[src/hdl/jtf_pkg.sv]
// shared constants, types and coding functions of the lane framer
package jtf_pkg;
  localparam logic [7:0] K28_0 = 8'h1C;
  localparam logic [7:0] K28_3 = 8'h7C;
  localparam logic [7:0] K28_5 = 8'hBC;
  localparam logic [7:0] D21_5 = 8'hB5;
  localparam logic [9:0] K285_RDN = 10'h0FA;
  localparam logic [9:0] K285_RDP = 10'h305;
  localparam logic [9:0] LANE_OFF = 10'h000;
  localparam logic [4:0] KM1_MIN_1L = 5'h08;
  localparam logic [4:0] KM1_MIN_2L = 5'h10;
  localparam logic [1:0] F_1L = 2'h2;
  localparam logic [1:0] F_2L = 2'h1;
  localparam logic [1:0] ILA_LAST_MF = 2'h3;
  // fixed link parameters, no control reaches them
  localparam int LINK_N = 16;
  localparam int LINK_NP = 16;
  localparam int LINK_CS = 0;
  localparam int LINK_CF = 0;
  localparam int LINK_M = 1;
  localparam logic [2:0] TM_NONE = 3'h0;
  localparam logic [2:0] TM_D215 = 3'h1;
  localparam logic [2:0] TM_K285 = 3'h2;
  localparam logic [2:0] TM_ILA = 3'h3;
  localparam logic [2:0] TM_PRBS7 = 3'h4;
  localparam logic [2:0] TM_PRBS23 = 3'h5;
  localparam logic [2:0] TM_RAMP = 3'h6;
  localparam logic [5:0] K28_6B = 6'h0F;
  localparam logic [5:0] D7_6B = 6'h38;
  localparam logic [3:0] ALT7_4B = 4'h7;
  localparam logic [3:0] D3_4B = 4'hC;
  localparam logic [14:0] SCR_SEED = 15'h7FFF;
  localparam logic [22:0] PRBS_SEED = 23'h7FFFFF;
  localparam logic [5:0] T6 [32] = '{6'h27, 6'h1D, 6'h2D, 6'h31, 6'h35, 6'h29, 6'h19, 6'h38,
    6'h39, 6'h25, 6'h15, 6'h34, 6'h0D, 6'h2C, 6'h1C, 6'h17, 6'h1B, 6'h23, 6'h13, 6'h32,
    6'h0B, 6'h2A, 6'h1A, 6'h3A, 6'h33, 6'h26, 6'h16, 6'h36, 6'h0E, 6'h2E, 6'h1E, 6'h2B};
  localparam logic [3:0] T4 [8] = '{4'hB, 4'h9, 4'h5, 4'hC, 4'hD, 4'hA, 4'h6, 4'hE};

  typedef enum logic [1:0] {LK_CGS, LK_ILA, LK_DATA} jtf_link_e;

  typedef struct packed {
    logic offset_bin;
    logic dual;
    logic scr_en;
    logic [2:0] test;
    logic [4:0] km1;
    logic [15:0] ramp_step;
  } jtf_cfg_s;

  typedef struct packed {
    jtf_link_e st;
    logic oct;
    logic [4:0] fr;
    logic [1:0] ila;
    logic sref;
    logic [15:0] ramp;
    logic [15:0] samp;
    logic [1:0] rd;
    logic [1:0][14:0] scr;
    logic [1:0][22:0] prbs;
    logic [1:0][9:0] lane;
    logic take;
    logic dat;
    logic hd;
    logic [1:0] f;
  } jtf_state_s;

  // returns {running disparity after, abcdei fghj}; a is bit 9 and leaves first
  function automatic logic [10:0] enc8b10b(input logic [7:0] d, input logic k, input logic rd);
    logic [5:0] c6;
    logic [3:0] c4;
    logic r;
    logic alt;
    c6 = k ? K28_6B : T6[d[4:0]];
    if (rd && (($countones(c6) != 3) || (c6 == D7_6B))) c6 = ~c6;
    r = rd ^ ($countones(c6) != 3);
    alt = (d[7:5] == 3'h7) && (k || (!r && (d[4:0] == 5'h11 || d[4:0] == 5'h12 || d[4:0] == 5'h14)) ||
      (r && (d[4:0] == 5'h0B || d[4:0] == 5'h0D || d[4:0] == 5'h0E)));
    c4 = alt ? ALT7_4B : T4[d[7:5]];
    if (r && (($countones(c4) != 2) || (c4 == D3_4B))) c4 = ~c4;
    if (k && rd && ($countones(c4) == 2) && (c4 != D3_4B)) c4 = ~c4;
    return {r ^ ($countones(c4) != 2), c6, c4};
  endfunction : enc8b10b

  // self-synchronous 1 + x^14 + x^15, msb first; returns {state, octet}
  function automatic logic [22:0] scramble(input logic [7:0] d, input logic [14:0] s);
    logic [7:0] o;
    logic b;
    o = 8'h00;
    for (int i = 7; i >= 0; i--) begin
      b = d[i] ^ s[14] ^ s[13];
      o[i] = b;
      s = {s[13:0], b};
    end
    return {s, o};
  endfunction : scramble

  // ten prbs bits per octet slot; returns {state, bits}
  function automatic logic [32:0] prbs10(input logic [22:0] s, input logic p23);
    logic [9:0] o;
    logic b;
    o = 10'h000;
    for (int i = 9; i >= 0; i--) begin
      b = p23 ? (s[22] ^ s[17]) : (s[6] ^ s[5]);
      o[i] = b;
      s = {s[21:0], b};
    end
    return {s, o};
  endfunction : prbs10
endpackage : jtf_pkg

[src/hdl/jtf_framer.sv]
// one channel: sample coding, frame mapping, link sequence and 8b/10b on one or two lanes
// What this block does
// - samples leave in two's complement unless offset binary is selected
// - coding choice is a control input, applied before framing and encoding
// - the channel uses one or two lanes, selected by control
// - a lane never carries data of another channel
// - one lane: ten bits per octet, two octets per sample
// - two lanes: each lane carries one octet per sample
// - octets, samples per frame and density follow the lane count only
// - resolution, sample bits, control bits, words and converter count are fixed
// - the channel is its own link with one converter
// - one lane: frame is upper octet then lower octet, msb first
// - framing followed by 8b/10b encoding on each lane
// - subclass 1: sysref edge aligns frame and multiframe counters
// - test sequences D21.5, K28.5, repeated alignment, PRBS7, PRBS23, ramp
// - no idle link mode, no short or long transport test patterns
// - no transmit lane polarity inversion
// - two lanes: one octet per frame, high density; one lane: two, not
// - frames per multiframe 9 to 32 one lane, 17 to 32 two lanes
// - scrambling off unless enabled; alignment sequence is never scrambled
`timescale 1ns/10ps
module jtf_framer #(
  parameter int SAMPLE_W = 16
) (
  input wire logic i_mclk,
  input wire logic i_rst,
  input wire logic [SAMPLE_W-1:0] i_sample,
  input wire jtf_pkg::jtf_cfg_s i_cfg,
  input wire logic i_sysref,
  input wire logic i_sync_n,
  output logic [9:0] o_lane0,
  output logic [9:0] o_lane1,
  output logic o_sample_take,
  output logic o_link_data,
  output logic [1:0] o_octets_per_frame,
  output logic o_hd
);
  import jtf_pkg::*;

  // datapath slices are hard-wired for the fixed resolution
  if (SAMPLE_W != LINK_NP || LINK_N != LINK_NP || LINK_M != 1 || LINK_CS != 0 || LINK_CF != 0) begin : g_chk
    $error("jtf_framer serves 16-bit samples only");
  end

  localparam jtf_state_s ST_RST = '{st: LK_CGS, scr: {SCR_SEED, SCR_SEED}, prbs: {PRBS_SEED, PRBS_SEED},
    f: F_1L, take: 1'b1, default: '0};

  jtf_state_s q;
  jtf_state_s n;
  logic dual;
  logic frame_end;
  logic mf_end;
  logic mf_start;
  logic sr_edge;
  logic take;
  logic prbs_on;
  logic [4:0] kmin;
  logic [4:0] km1;
  logic [15:0] smp;
  logic [7:0] idx8;
  logic [7:0] oct_v [2];
  logic [7:0] d_v;
  logic k_v;
  logic [10:0] e_v;
  logic [22:0] s_v;
  logic [32:0] p_v;

  always_comb begin
    n = q;
    dual = i_cfg.dual;
    // below-range settings clamp to the least legal multiframe
    kmin = dual ? KM1_MIN_2L : KM1_MIN_1L;
    km1 = (i_cfg.km1 < kmin) ? kmin : i_cfg.km1;
    frame_end = dual || q.oct;
    mf_end = frame_end && (q.fr == km1);
    mf_start = !q.oct && (q.fr == 5'h00);
    // plain edge detect, so any sysref shape realigns the same way
    sr_edge = i_sysref && !q.sref;
    n.sref = i_sysref;
    if (sr_edge) begin
      n.oct = 1'b0;
      n.fr = 5'h00;
    end else begin
      n.oct = dual ? 1'b0 : ~q.oct;
      if (frame_end) begin
        n.fr = mf_end ? 5'h00 : q.fr + 5'h01;
      end
    end
    n.take = !n.oct;
    take = !q.oct;
    smp = (i_cfg.test == TM_RAMP) ? q.ramp : i_sample;
    smp[15] = smp[15] ^ i_cfg.offset_bin;
    if (take) begin
      n.samp = smp;
      n.ramp = q.ramp + i_cfg.ramp_step;
    end
    oct_v[0] = q.oct ? q.samp[7:0] : smp[15:8];
    oct_v[1] = smp[7:0];
    idx8 = dual ? {3'h0, q.fr} : {2'h0, q.fr, q.oct};
    case (q.st)
      LK_CGS: begin
        // leave at a multiframe end so alignment opens on a multiframe start
        if (i_sync_n && mf_end) begin
          n.st = LK_ILA;
          n.ila = 2'h0;
        end
      end
      LK_ILA: begin
        if (mf_end) begin
          n.ila = q.ila + 2'h1;
          if (q.ila == ILA_LAST_MF && i_cfg.test != TM_ILA) begin
            n.st = LK_DATA;
          end
        end
      end
      LK_DATA: begin
      end
      default: begin
        n.st = LK_CGS;
      end
    endcase
    if (!i_sync_n) begin
      n.st = LK_CGS;
    end
    n.dat = (n.st == LK_DATA);
    n.hd = dual;
    n.f = dual ? F_2L : F_1L;
    prbs_on = (i_cfg.test == TM_PRBS7) || (i_cfg.test == TM_PRBS23);
    d_v = 8'h00;
    k_v = 1'b0;
    e_v = 11'h000;
    s_v = 23'h000000;
    p_v = 33'h000000000;
    for (int l = 0; l < 2; l++) begin
      k_v = 1'b0;
      // spare test code sends plain data; no idle or transport pattern path
      d_v = oct_v[l];
      if (i_cfg.test == TM_K285 || q.st == LK_CGS) begin
        k_v = 1'b1;
        d_v = K28_5;
      end else if (q.st == LK_ILA) begin
        // alignment octets bypass the scrambler entirely
        k_v = mf_start || mf_end;
        d_v = mf_start ? K28_0 : (mf_end ? K28_3 : idx8);
      end else if (i_cfg.test == TM_D215) begin
        d_v = D21_5;
      end else if (i_cfg.scr_en) begin
        s_v = scramble(d_v, q.scr[l]);
        d_v = s_v[7:0];
        n.scr[l] = s_v[22:8];
      end
      e_v = enc8b10b(d_v, k_v, q.rd[l]);
      p_v = prbs10(q.prbs[l], i_cfg.test == TM_PRBS23);
      if (prbs_on) begin
        n.lane[l] = p_v[9:0];
        n.prbs[l] = p_v[32:10];
      end else begin
        n.lane[l] = e_v[9:0];
        n.rd[l] = e_v[10];
      end
    end
    // lane 1 stays quiet in single-lane use, it never borrows other data
    if (!dual) begin
      n.lane[1] = LANE_OFF;
    end
  end

  always_ff @(posedge i_mclk) begin
    if (i_rst) begin
      q <= ST_RST;
    end else begin
      q <= n;
    end
  end

  // polarity is sent as encoded; no inversion path exists
  assign o_lane0 = q.lane[0];
  assign o_lane1 = q.lane[1];
  assign o_sample_take = q.take;
  assign o_link_data = q.dat;
  assign o_octets_per_frame = q.f;
  assign o_hd = q.hd;
endmodule : jtf_framer

[config.mk]
export PLATFORM = sky130hd
export DESIGN_NAME = jtf_framer
export DESIGN_NICKNAME = d
export VERILOG_FILES = /design/src/hdl/jtf_pkg.sv /design/src/hdl/jtf_framer.sv
export SDC_FILE = /design/constraint.sdc
export NUM_CORES = 1
export LEC_CHECK = 0
export ABC_AREA = 1
export BUFFER_PORTS_ARGS = -buffer_cell sky130_fd_sc_hd__buf_2
export CORE_ASPECT_RATIO = 2
export CORE_MARGIN = 2
export CORE_UTILIZATION = 40
export CTS_CLUSTER_DIAMETER = 30
export DETAILED_ROUTE_END_ITERATION = 6
export PLACE_DENSITY = 0.63
export SLEW_MARGIN = 30
export SYNTH_ARGS = -nofsm -noshare
export SYNTH_HDL_FRONTEND = slang
export SYNTH_SLANG_ARGS = --single-unit
export TNS_END_PERCENT = 30
[constraint.sdc]
create_clock -name i_mclk -period 19.9 [get_ports i_mclk]
set_clock_uncertainty 0.1 [all_clocks]
set_input_delay 0 -clock i_mclk [delete_from_list [all_inputs] [get_ports i_mclk]]
set_output_delay 0 -clock i_mclk [all_outputs]
set_load 0.1 [all_outputs]
==> summary.txt, run 1 <==
Worst setup path
  • Endpoint required time on the critical path: 20.13 ns
  • Number of cells on the worst reg-to-reg path: 57
  • Crit path capture type: register
  • Arrival time worst endpoint: 11.54 ns
  • Kind of critical path: register to register
  • Delay of the slowest critical-path stage: 0.58 ns
  • Critical Path Slowest Stage Cell: inv_1
  • Critical path launch point type: register
  • Worst Path Max Fanout: 37
  • Most repeated library cell on the critical path: inv_1

Timing
  • Relative max-transition margin: 34.5%
  • Max-slew violation total from the final report: 0
  • Setup ws final: 8.59 ns
  • Final period util: 56.8%
  • Worst Hold Slack: 0.0107 ns
  • Worst-Margin Slew: ~1 ns
  • Number of setup violations in the final report: 0
  • Final hold violation count: 0
  • Time the final worst path needs with I/O delays and setup: 11.31 ns
  • Setup TNS Final: 0 ns
  • Setup repair after global routing missed its margin: false
  • Max Fclk: just under 90 MHz

Cells and area
  • Final cell utilization of the core: 45.4%
  • Fillers: 2543
  • Area added between synthesis and finish: 12.4%
  • Final net count: roughly 1.6k
  • Layout cell share with drive strength beyond 1: 14.5%
  • Antenna diodes: 0
  • Design area: around 0.011 mm²

CTS
  • Root buf cell: clkbuf_16
  • CTS tree: yes
  • CTS sink count: 137
  • CTS H-tree lvls: 4
  • Clock buffer depth: 2
  • CTS buffer count: 17
  • Latest clock arrival within the worst-skew pair: 0.44 ns
  • Clock-pin transition on the worst setup and hold timing paths: around 0.06 ns
  • Resized cells post-CTS: 0

Placement
  • Input/output buffers: 71
  • Final GP Congestion: 0.892
  • Final HPWL DP: 19200 µm
  • Worst setup timing slack at the placement stage: roughly 8.6 ns
  • Area after detailed placement: 0.0105 mm²

Route
  • Vias per cell: just over 5
  • Post-detailed-route wirelength per cell: 14.1 µm
  • Residual antenna-violating net count after detailed routing: 0
  • Number of search-and-repair iterations in the first detailed-routing pass: 5
  • Number of DRC markers in iteration 0: 613
  • Aggregate routed wire length: 25900 µm
  • Count of vias placed by the detailed router: 9350
  • Drc violations: 0

GRT
  • Initial antenna violation count: 0
  • Via count of the first global-routing pass: 9416
  • Tot GR Track Use: between 20% and 30%
  • Pin count of the biggest net entering global routing: 71
  • Aggregate global routing overflow: 0
  • First-pass GRT wire length: 43700 µm

Yosys
  • Most instantiated library cell after synthesis: nand2_1
  • Top flip-flop cell by instance count after synthesis: dfxtp_1
  • Number of enable flip-flop cells after synthesis: 0
  • Seq/Total Area, Yosys: roughly 27%
  • Post-synthesis cell count: 1443
  • Fraction of synthesized cell area taken by the top area cell type: 27.3%
  • Synth area leader: dfxtp_1
  • Synthesized area divided by synthesized cell count: roughly 7.0 µm²
  • Biggest area contributors in the synthesized netlist: dfxtp_1 (27%), nand2_1 (13%), ha_1 (8.0%)
  • Synth Register Bits: 137
  • Count of unique library cells instantiated by Yosys: 52
  • Number of warnings reported in the yosys synthesis log: 0
  • Synthesized area: 0.0100 mm²
  • Share of synthesized flip-flops with an asynchronous set or reset: 0%
  • Leading post-synthesis cells by instance count: nand2_1 (341), inv_1 (159), dfxtp_1 (137), nand3_1 (128), a21oi_1 (103)
  • Syn Nets: 1565

Power and ir drop
  • Combinational group share of total power: 35.2%
  • Switching portion of total power: 37.5%
  • Int Pwr: 0.644 mW
  • Worst vdd rail ir drop: between 70 and 80 µV
  • Sequential power share: 31.9%
  • Power share of the clock group: approximately 33%
  • Switching power of the nets: 0.387 mW
  • LEAKAGE: around 5.6 nW
  • Power per Cell Area: 91.4 mW/mm²

Worst hold path
  • Worst min path class: input pin to register
  • Worst hold path cell count: 5

Floorplan
  • Die ar.: approximately 0.026 mm²
  • Die width: 116 µm
  • Die height: roughly 230 µm
  • Core outline area: roughly 0.025 mm²
  • I/O pin cnt: 72
  • Number of cell rows: 82
  • Starting density of the core: 40.4%

Status
  • Outcome: complete, no violations

Flow run
  • Number of maximum-capacitance constraint violations: 0
[cells by family (layout without fill, tap and decap cells)]
logic type               count (synthesis)  count (layout)  share of synthesized area, %
XOR/XNOR                                77              77                          6.80
adder cells (fa/ha/maj)                 75              75                          10.2
AND/OR/NAND/NOR                        643             643                          29.7
buffers and inverters                  251             305                          10.6
AO/OA/AOI/OAI                          260             260                          15.4
flip-flops                             137             137                          27.3
[timing repair]
item                                   CTS  global route
hold buffers                            17             0
endpoints found under the hold margin   26             0
setup buffers                            0             0
[registers in the layout (all words and copies together), names as in the netlist]
signal,flops
o_lane0,10
p_v,13
o_lane1,10
o_sample_take,1
q,100
o_link_data,1
o_octets_per_frame,2
[through the flow]
| step | instances | total power [mW] |
|---|---|---|
| finish | 1833 | 1.03 |
| global route | 1833 | 1.10 |
| CTS | 1833 | 1.04 |
| detailed placement | 1784 | 0.695 |
| global placement | 1784 | 0.686 |
| floorplan | 1443 | 0.627 |
[worst max-delay path: cells and delay by family (launching register included)]
family,cells,cell delay (ns)
adder cells (fa/ha/maj),14,4.20
AO/OA/AOI/OAI,4,0.67
buffers and inverters,12,1.55
XOR/XNOR,2,0.48
AND/OR/NAND/NOR,25,3.86
flip-flops,1,0.30
[cells in the final DEF (no fill, tap or decap), types with 4 or more instances in the layout]
cell / n
o21ai_0: 63
dfxtp_1: 137
nor2_1: 69
and2_1: 8
clkinv_1: 4
dlygate4sd3_1: 17
buf_2: 71
o21bai_1: 7
clkbuf_16: 17
nand4_1: 9
ha_1: 64
nor3_1: 5
xnor2_1: 34
clkinv_4: 4
bufinv_16: 4
a32oi_1: 4
inv_2: 16
o21ai_1: 19
o21ai_2: 8
nand2_4: 7
inv_1: 158
a21oi_2: 8
nor2_2: 15
o22ai_1: 6
nand3b_1: 7
a21oi_1: 103
buf_4: 7
or2_2: 10
fa_1: 11
nand2_1: 341
or2_1: 4
o211ai_1: 25
nand2_2: 17
nand3_2: 13
xor2_1: 42
nand3_1: 128
[power by group through the flow]
stage	combinational, mW	sequential [mW]	clock, mW
2_1_floorplan	0.301	0.326	0
3_3_place_gp	0.351	0.335	0
3_5_place_dp	0.360	0.335	0
4_1_cts	0.366	0.329	0.346
5_1_grt	0.413	0.333	0.357
6_report	0.363	0.329	0.339
[final timing paths]
path	start	to	slack, ns
worst max-delay path	q[143]$_SDFF_PP0_	q[101]$_SDFFE_PP0N_	8.59
worst min-delay path	i_cfg[2]	q[121]$_SDFFE_PP0N_	0.01
worst min register to register	q[89]$_SDFFE_PP1P_	q[89]$_SDFFE_PP1P_	0.36
worst max register to register	q[143]$_SDFF_PP0_	q[101]$_SDFFE_PP0N_	8.59
[area by class of cell]
type | instances | area [µm²] | area share [%]
sequential | 137 | 2740 | 24.3
multi-input combinational | 1055 | 6240 | 55.3
clock inverter | 14 | 198 | 1.75
tap | 336 | 420 | 3.73
inverter | 178 | 668 | 5.93
timing repair buffer | 95 | 578 | 5.13
clock buffer | 18 | 429 | 3.81
[layer usage]
layer	vias up	global-route usage (%)	wire [µm]
li1	4750	-	-
met1	4331	24.1	11100
met2	213	36.2	13100
met3	56	3.29	872
met4	0	8.18	835
met5	-	0	0
(Power assumes the default switching activity.)
==> inputs of run 2 (changes only) <==
--- a/config.mk
+++ b/config.mk
@@ -5,7 +5,7 @@
 export SDC_FILE = /design/constraint.sdc
 export NUM_CORES = 1
 export LEC_CHECK = 0
-export ABC_AREA = 1
+export ABC_AREA = 0
 export BUFFER_PORTS_ARGS = -buffer_cell sky130_fd_sc_hd__buf_2
 export CORE_ASPECT_RATIO = 2
 export CORE_MARGIN = 2
==> constraint.sdc (replaced) <==
create_clock -name i_mclk -period 10.8 [get_ports i_mclk]
set_clock_uncertainty 0.1 [all_clocks]
set_input_delay 0 -clock i_mclk [delete_from_list [all_inputs] [get_ports i_mclk]]
set_output_delay 0 -clock i_mclk [all_outputs]
set_load 0.1 [all_outputs]
==> run 2 against run 1 <==
Cell count fell by 3.8%. Final area rose by 11%. Combinational power rose by 89%. Critical path type unchanged. Critical endpoint unchanged.
==> summary.txt, run 2 <==
CTS
  • CTS H-tree lvls: 4
  • Latest clock arrival within the worst-skew pair: roughly 0.46 ns
  • Clock buffer depth: 2
  • CTS buffer count: 17
  • CTS tree: yes
  • CTS sink count: 137
  • Clock-pin transition on the worst setup and hold timing paths: 0.06 ns
  • Root buf cell: clkbuf_16

Floorplan
  • Die height: 230 µm
  • Number of cell rows: 82
  • I/O pin cnt: 72
  • Core outline area: 0.0251 mm²
  • Die width: 117 µm
  • Die ar.: 0.0269 mm²
  • Starting density of the core: 40.7%

Cells and area
  • Antenna diodes: 0
  • Highest-count cells in the layout ignoring fill and taps: nand2_1 (195), dfxtp_1 (133), buf_4 (118)
  • Number of standard cells in the final layout excluding fillers: 1764
  • Most common cell after layout, fill and taps aside: nand2_1
  • Final net count: 1537
  • Final cell utilization of the core: between 40% and 50%
  • Largest register FFs: 100
  • Area added between synthesis and finish: 22.8%
  • Layout cell share with drive strength beyond 1: 21.6%
  • Register containing the most flip-flops in the final layout: q

Power and ir drop
  • Power per Cell Area: approximately 150 mW/mm²
  • Power share of the clock group: 31.9%
  • Int Pwr: 1.22 mW
  • LEAKAGE: 5.44 nW
  • Combinational group share of total power: a little over a third
  • Sequential power share: between 30% and 40%
  • Switching power of the nets: 0.672 mW
  • Post-layout power: around 1.9 mW
  • Switching portion of total power: 35.6%
  • Worst vdd rail ir drop: around 120 µV

Yosys
  • Number of warnings reported in the yosys synthesis log: 0
  • Seq/Total Area, Yosys: 26.8%
  • Number of enable flip-flop cells after synthesis: 0
  • Biggest area contributors in the synthesized netlist: dfxtp_1 (27%), ha_1 (7.8%), nand2_1 (7.2%)
  • Syn Nets: 1397
  • Top flip-flop cell by instance count after synthesis: dfxtp_1
  • Synthesized area divided by synthesized cell count: 8.02 µm²
  • Count of unique library cells instantiated by Yosys: 86
  • Synth area leader: dfxtp_1
  • Synth Register Bits: approximately 140
  • Post-synthesis cell count: 1275
  • Leading post-synthesis cells by instance count: nand2_1 (196), dfxtp_1 (137), nor2_1 (105), a21oi_1 (76)
  • Fraction of synthesized cell area taken by the top area cell type: 26.8%
  • Share of synthesized flip-flops with an asynchronous set or reset: 0%
  • Synthesized area: 0.0102 mm²
  • Most instantiated library cell after synthesis: nand2_1

Worst setup path
  • Critical path launch point type: register
  • Worst Path Max Fanout: 10
  • Crit path capture type: register
  • Kind of critical path: register to register
  • Critical Path Slowest Stage Cell: fa_1
  • Arrival time worst endpoint: 10.77 ns
  • Endpoint required time on the critical path: 11.09 ns
  • Delay of the slowest critical-path stage: 0.51 ns

Route
  • Residual antenna-violating net count after detailed routing: 0
  • Post-detailed-route wirelength per cell: 16.4 µm
  • Count of vias placed by the detailed router: 9496
  • Vias per cell: 5.38
  • Aggregate routed wire length: between 20000 and 30000 µm
  • Drc violations: 0
  • Number of DRC markers in iteration 0: 365
  • Number of search-and-repair iterations in the first detailed-routing pass: 5

Status
  • Outcome: complete, no violations

GRT
  • Via count of the first global-routing pass: 9626
  • Pin count of the biggest net entering global routing: 69
  • Tot GR Track Use: 22.7%
  • Aggregate global routing overflow: 0
  • Initial antenna violation count: 0
  • First-pass GRT wire length: 47700 µm

Placement
  • Final GP Congestion: 0.955
  • Input/output buffers: 71
  • Inst Count DP: ~1.7k
  • Final HPWL DP: 22800 µm

Timing
  • Final period util: a little over nine tenths
  • Number of setup violations in the final report: 0
  • Worst-Margin Slew: ~0.84 ns
  • Time the final worst path needs with I/O delays and setup: 10.48 ns
  • Max-slew violation total from the final report: 0
  • Setup repair after global routing missed its margin: true
  • Final hold violation count: 0
  • Max Fclk: 95.5 MHz
  • Relative max-transition margin: 43.1%

Worst hold path
  • Worst min path class: input pin to register

Flow run
  • Number of maximum-capacitance constraint violations: 0
[run 2: cell count changes after synthesis, sizes merged, moves of 28 or more]
cell and delta:
nand2 -168, nand3 -126, inv -125, o21ai -53
nand3b +43, a21oi -35, mux2i +28
[run 2: layout make-up]
| cell class | count | area (µm²) |
|---|---|---|
| clock inverter | 11 | 146 |
| sequential | 137 | 2750 |
| tap | 336 | 420 |
| fill | 2428 | 12600 |
| multi-input combinational | 1000 | 7120 |
| timing repair buffer | 209 | 1460 |
| inverter | 50 | 196 |
| clock buffer | 21 | 450 |
[run 2: worst paths after layout]
check                      startpoint             endpoint  slack, ns  depth (start not counted)
setup / recovery  q[138]$_SDFFE_PP0P_  q[101]$_SDFFE_PP0N_       0.32                         50
hold / removal            i_sample[7]  q[110]$_SDFFE_PP0N_      0.009                          4
setup reg to reg  q[138]$_SDFFE_PP0P_  q[101]$_SDFFE_PP0N_       0.32                         50
hold reg to reg    q[91]$_SDFFE_PP1P_   q[91]$_SDFFE_PP1P_       0.36                          1
[run 2: power groups by stage]
stage / clock (mW) / sequential, mW / combinational [mW]
3_3_place_gp: 0 / 0.611 / 0.656
5_1_grt: 0.629 / 0.609 / 0.761
3_5_place_dp: 0 / 0.612 / 0.667
2_1_floorplan: 0 / 0.601 / 0.520
4_1_cts: 0.610 / 0.602 / 0.677
6_report: 0.602 / 0.602 / 0.685
[run 2: stage by stage]
| stage | setup slack, ns | hold WS (ns) | cell area (µm²) | setup TNS [ns] |
|---|---|---|---|---|
| 6_report | 0.324 | 0.00930 | 12500 | 0 |
| 5_1_grt | -0.225 | 0.0531 | 12500 | -0.446 |
| 4_1_cts | 0.00248 | 0.0118 | 12400 | 0 |
| 3_5_place_dp | -0.249 | 0.161 | 11600 | -0.249 |
| 3_3_place_gp | -0.0133 | 0.154 | 11600 | -0.0133 |
| 2_1_floorplan | -0.0887 | 0.0282 | 10400 | -0.0887 |
[run 2: layer usage]
layer	global-route usage, %	wire [µm]
met5	0	0
met4	13.8	1570
met3	3.00	753
met2	44.1	16700
met1	21.3	9900
[run 2: logic make-up (layout without fill, tap and decap cells)]
kind of cell	after synthesis	in the layout	synth area share, %
multiplexers	33	33	3.29
AO/OA/AOI/OAI	275	275	19.6
XOR/XNOR	120	120	10.3
AND/OR/NAND/NOR	496	496	23.8
adder cells (fa/ha/maj)	76	76	10.1
flip-flops	137	137	26.8
buffers and inverters	138	291	6.10
[run 2: what timing repair did]
| item | CTS | global route |
|---|---|---|
| pin swaps | 3 | 19 |
| setup endpoints to repair | 1 | 2 |
| endpoints found under the hold margin | 34 | 0 |
| resized for setup | 5 | 32 |
| hold buffers | 18 | 0 |
| buffers inserted | 1 | 5 |
[run 2: worst max-delay path, delay by kind of cell, from the launching register on]
kind | cells | cell delay [ns]
XOR/XNOR | 3 | 0.59
adder cells (fa/ha/maj) | 15 | 4.44
buffers and inverters | 10 | 0.80
flip-flops | 1 | 0.33
AO/OA/AOI/OAI | 10 | 1.62
multiplexers | 1 | 0.10
AND/OR/NAND/NOR | 11 | 2.42
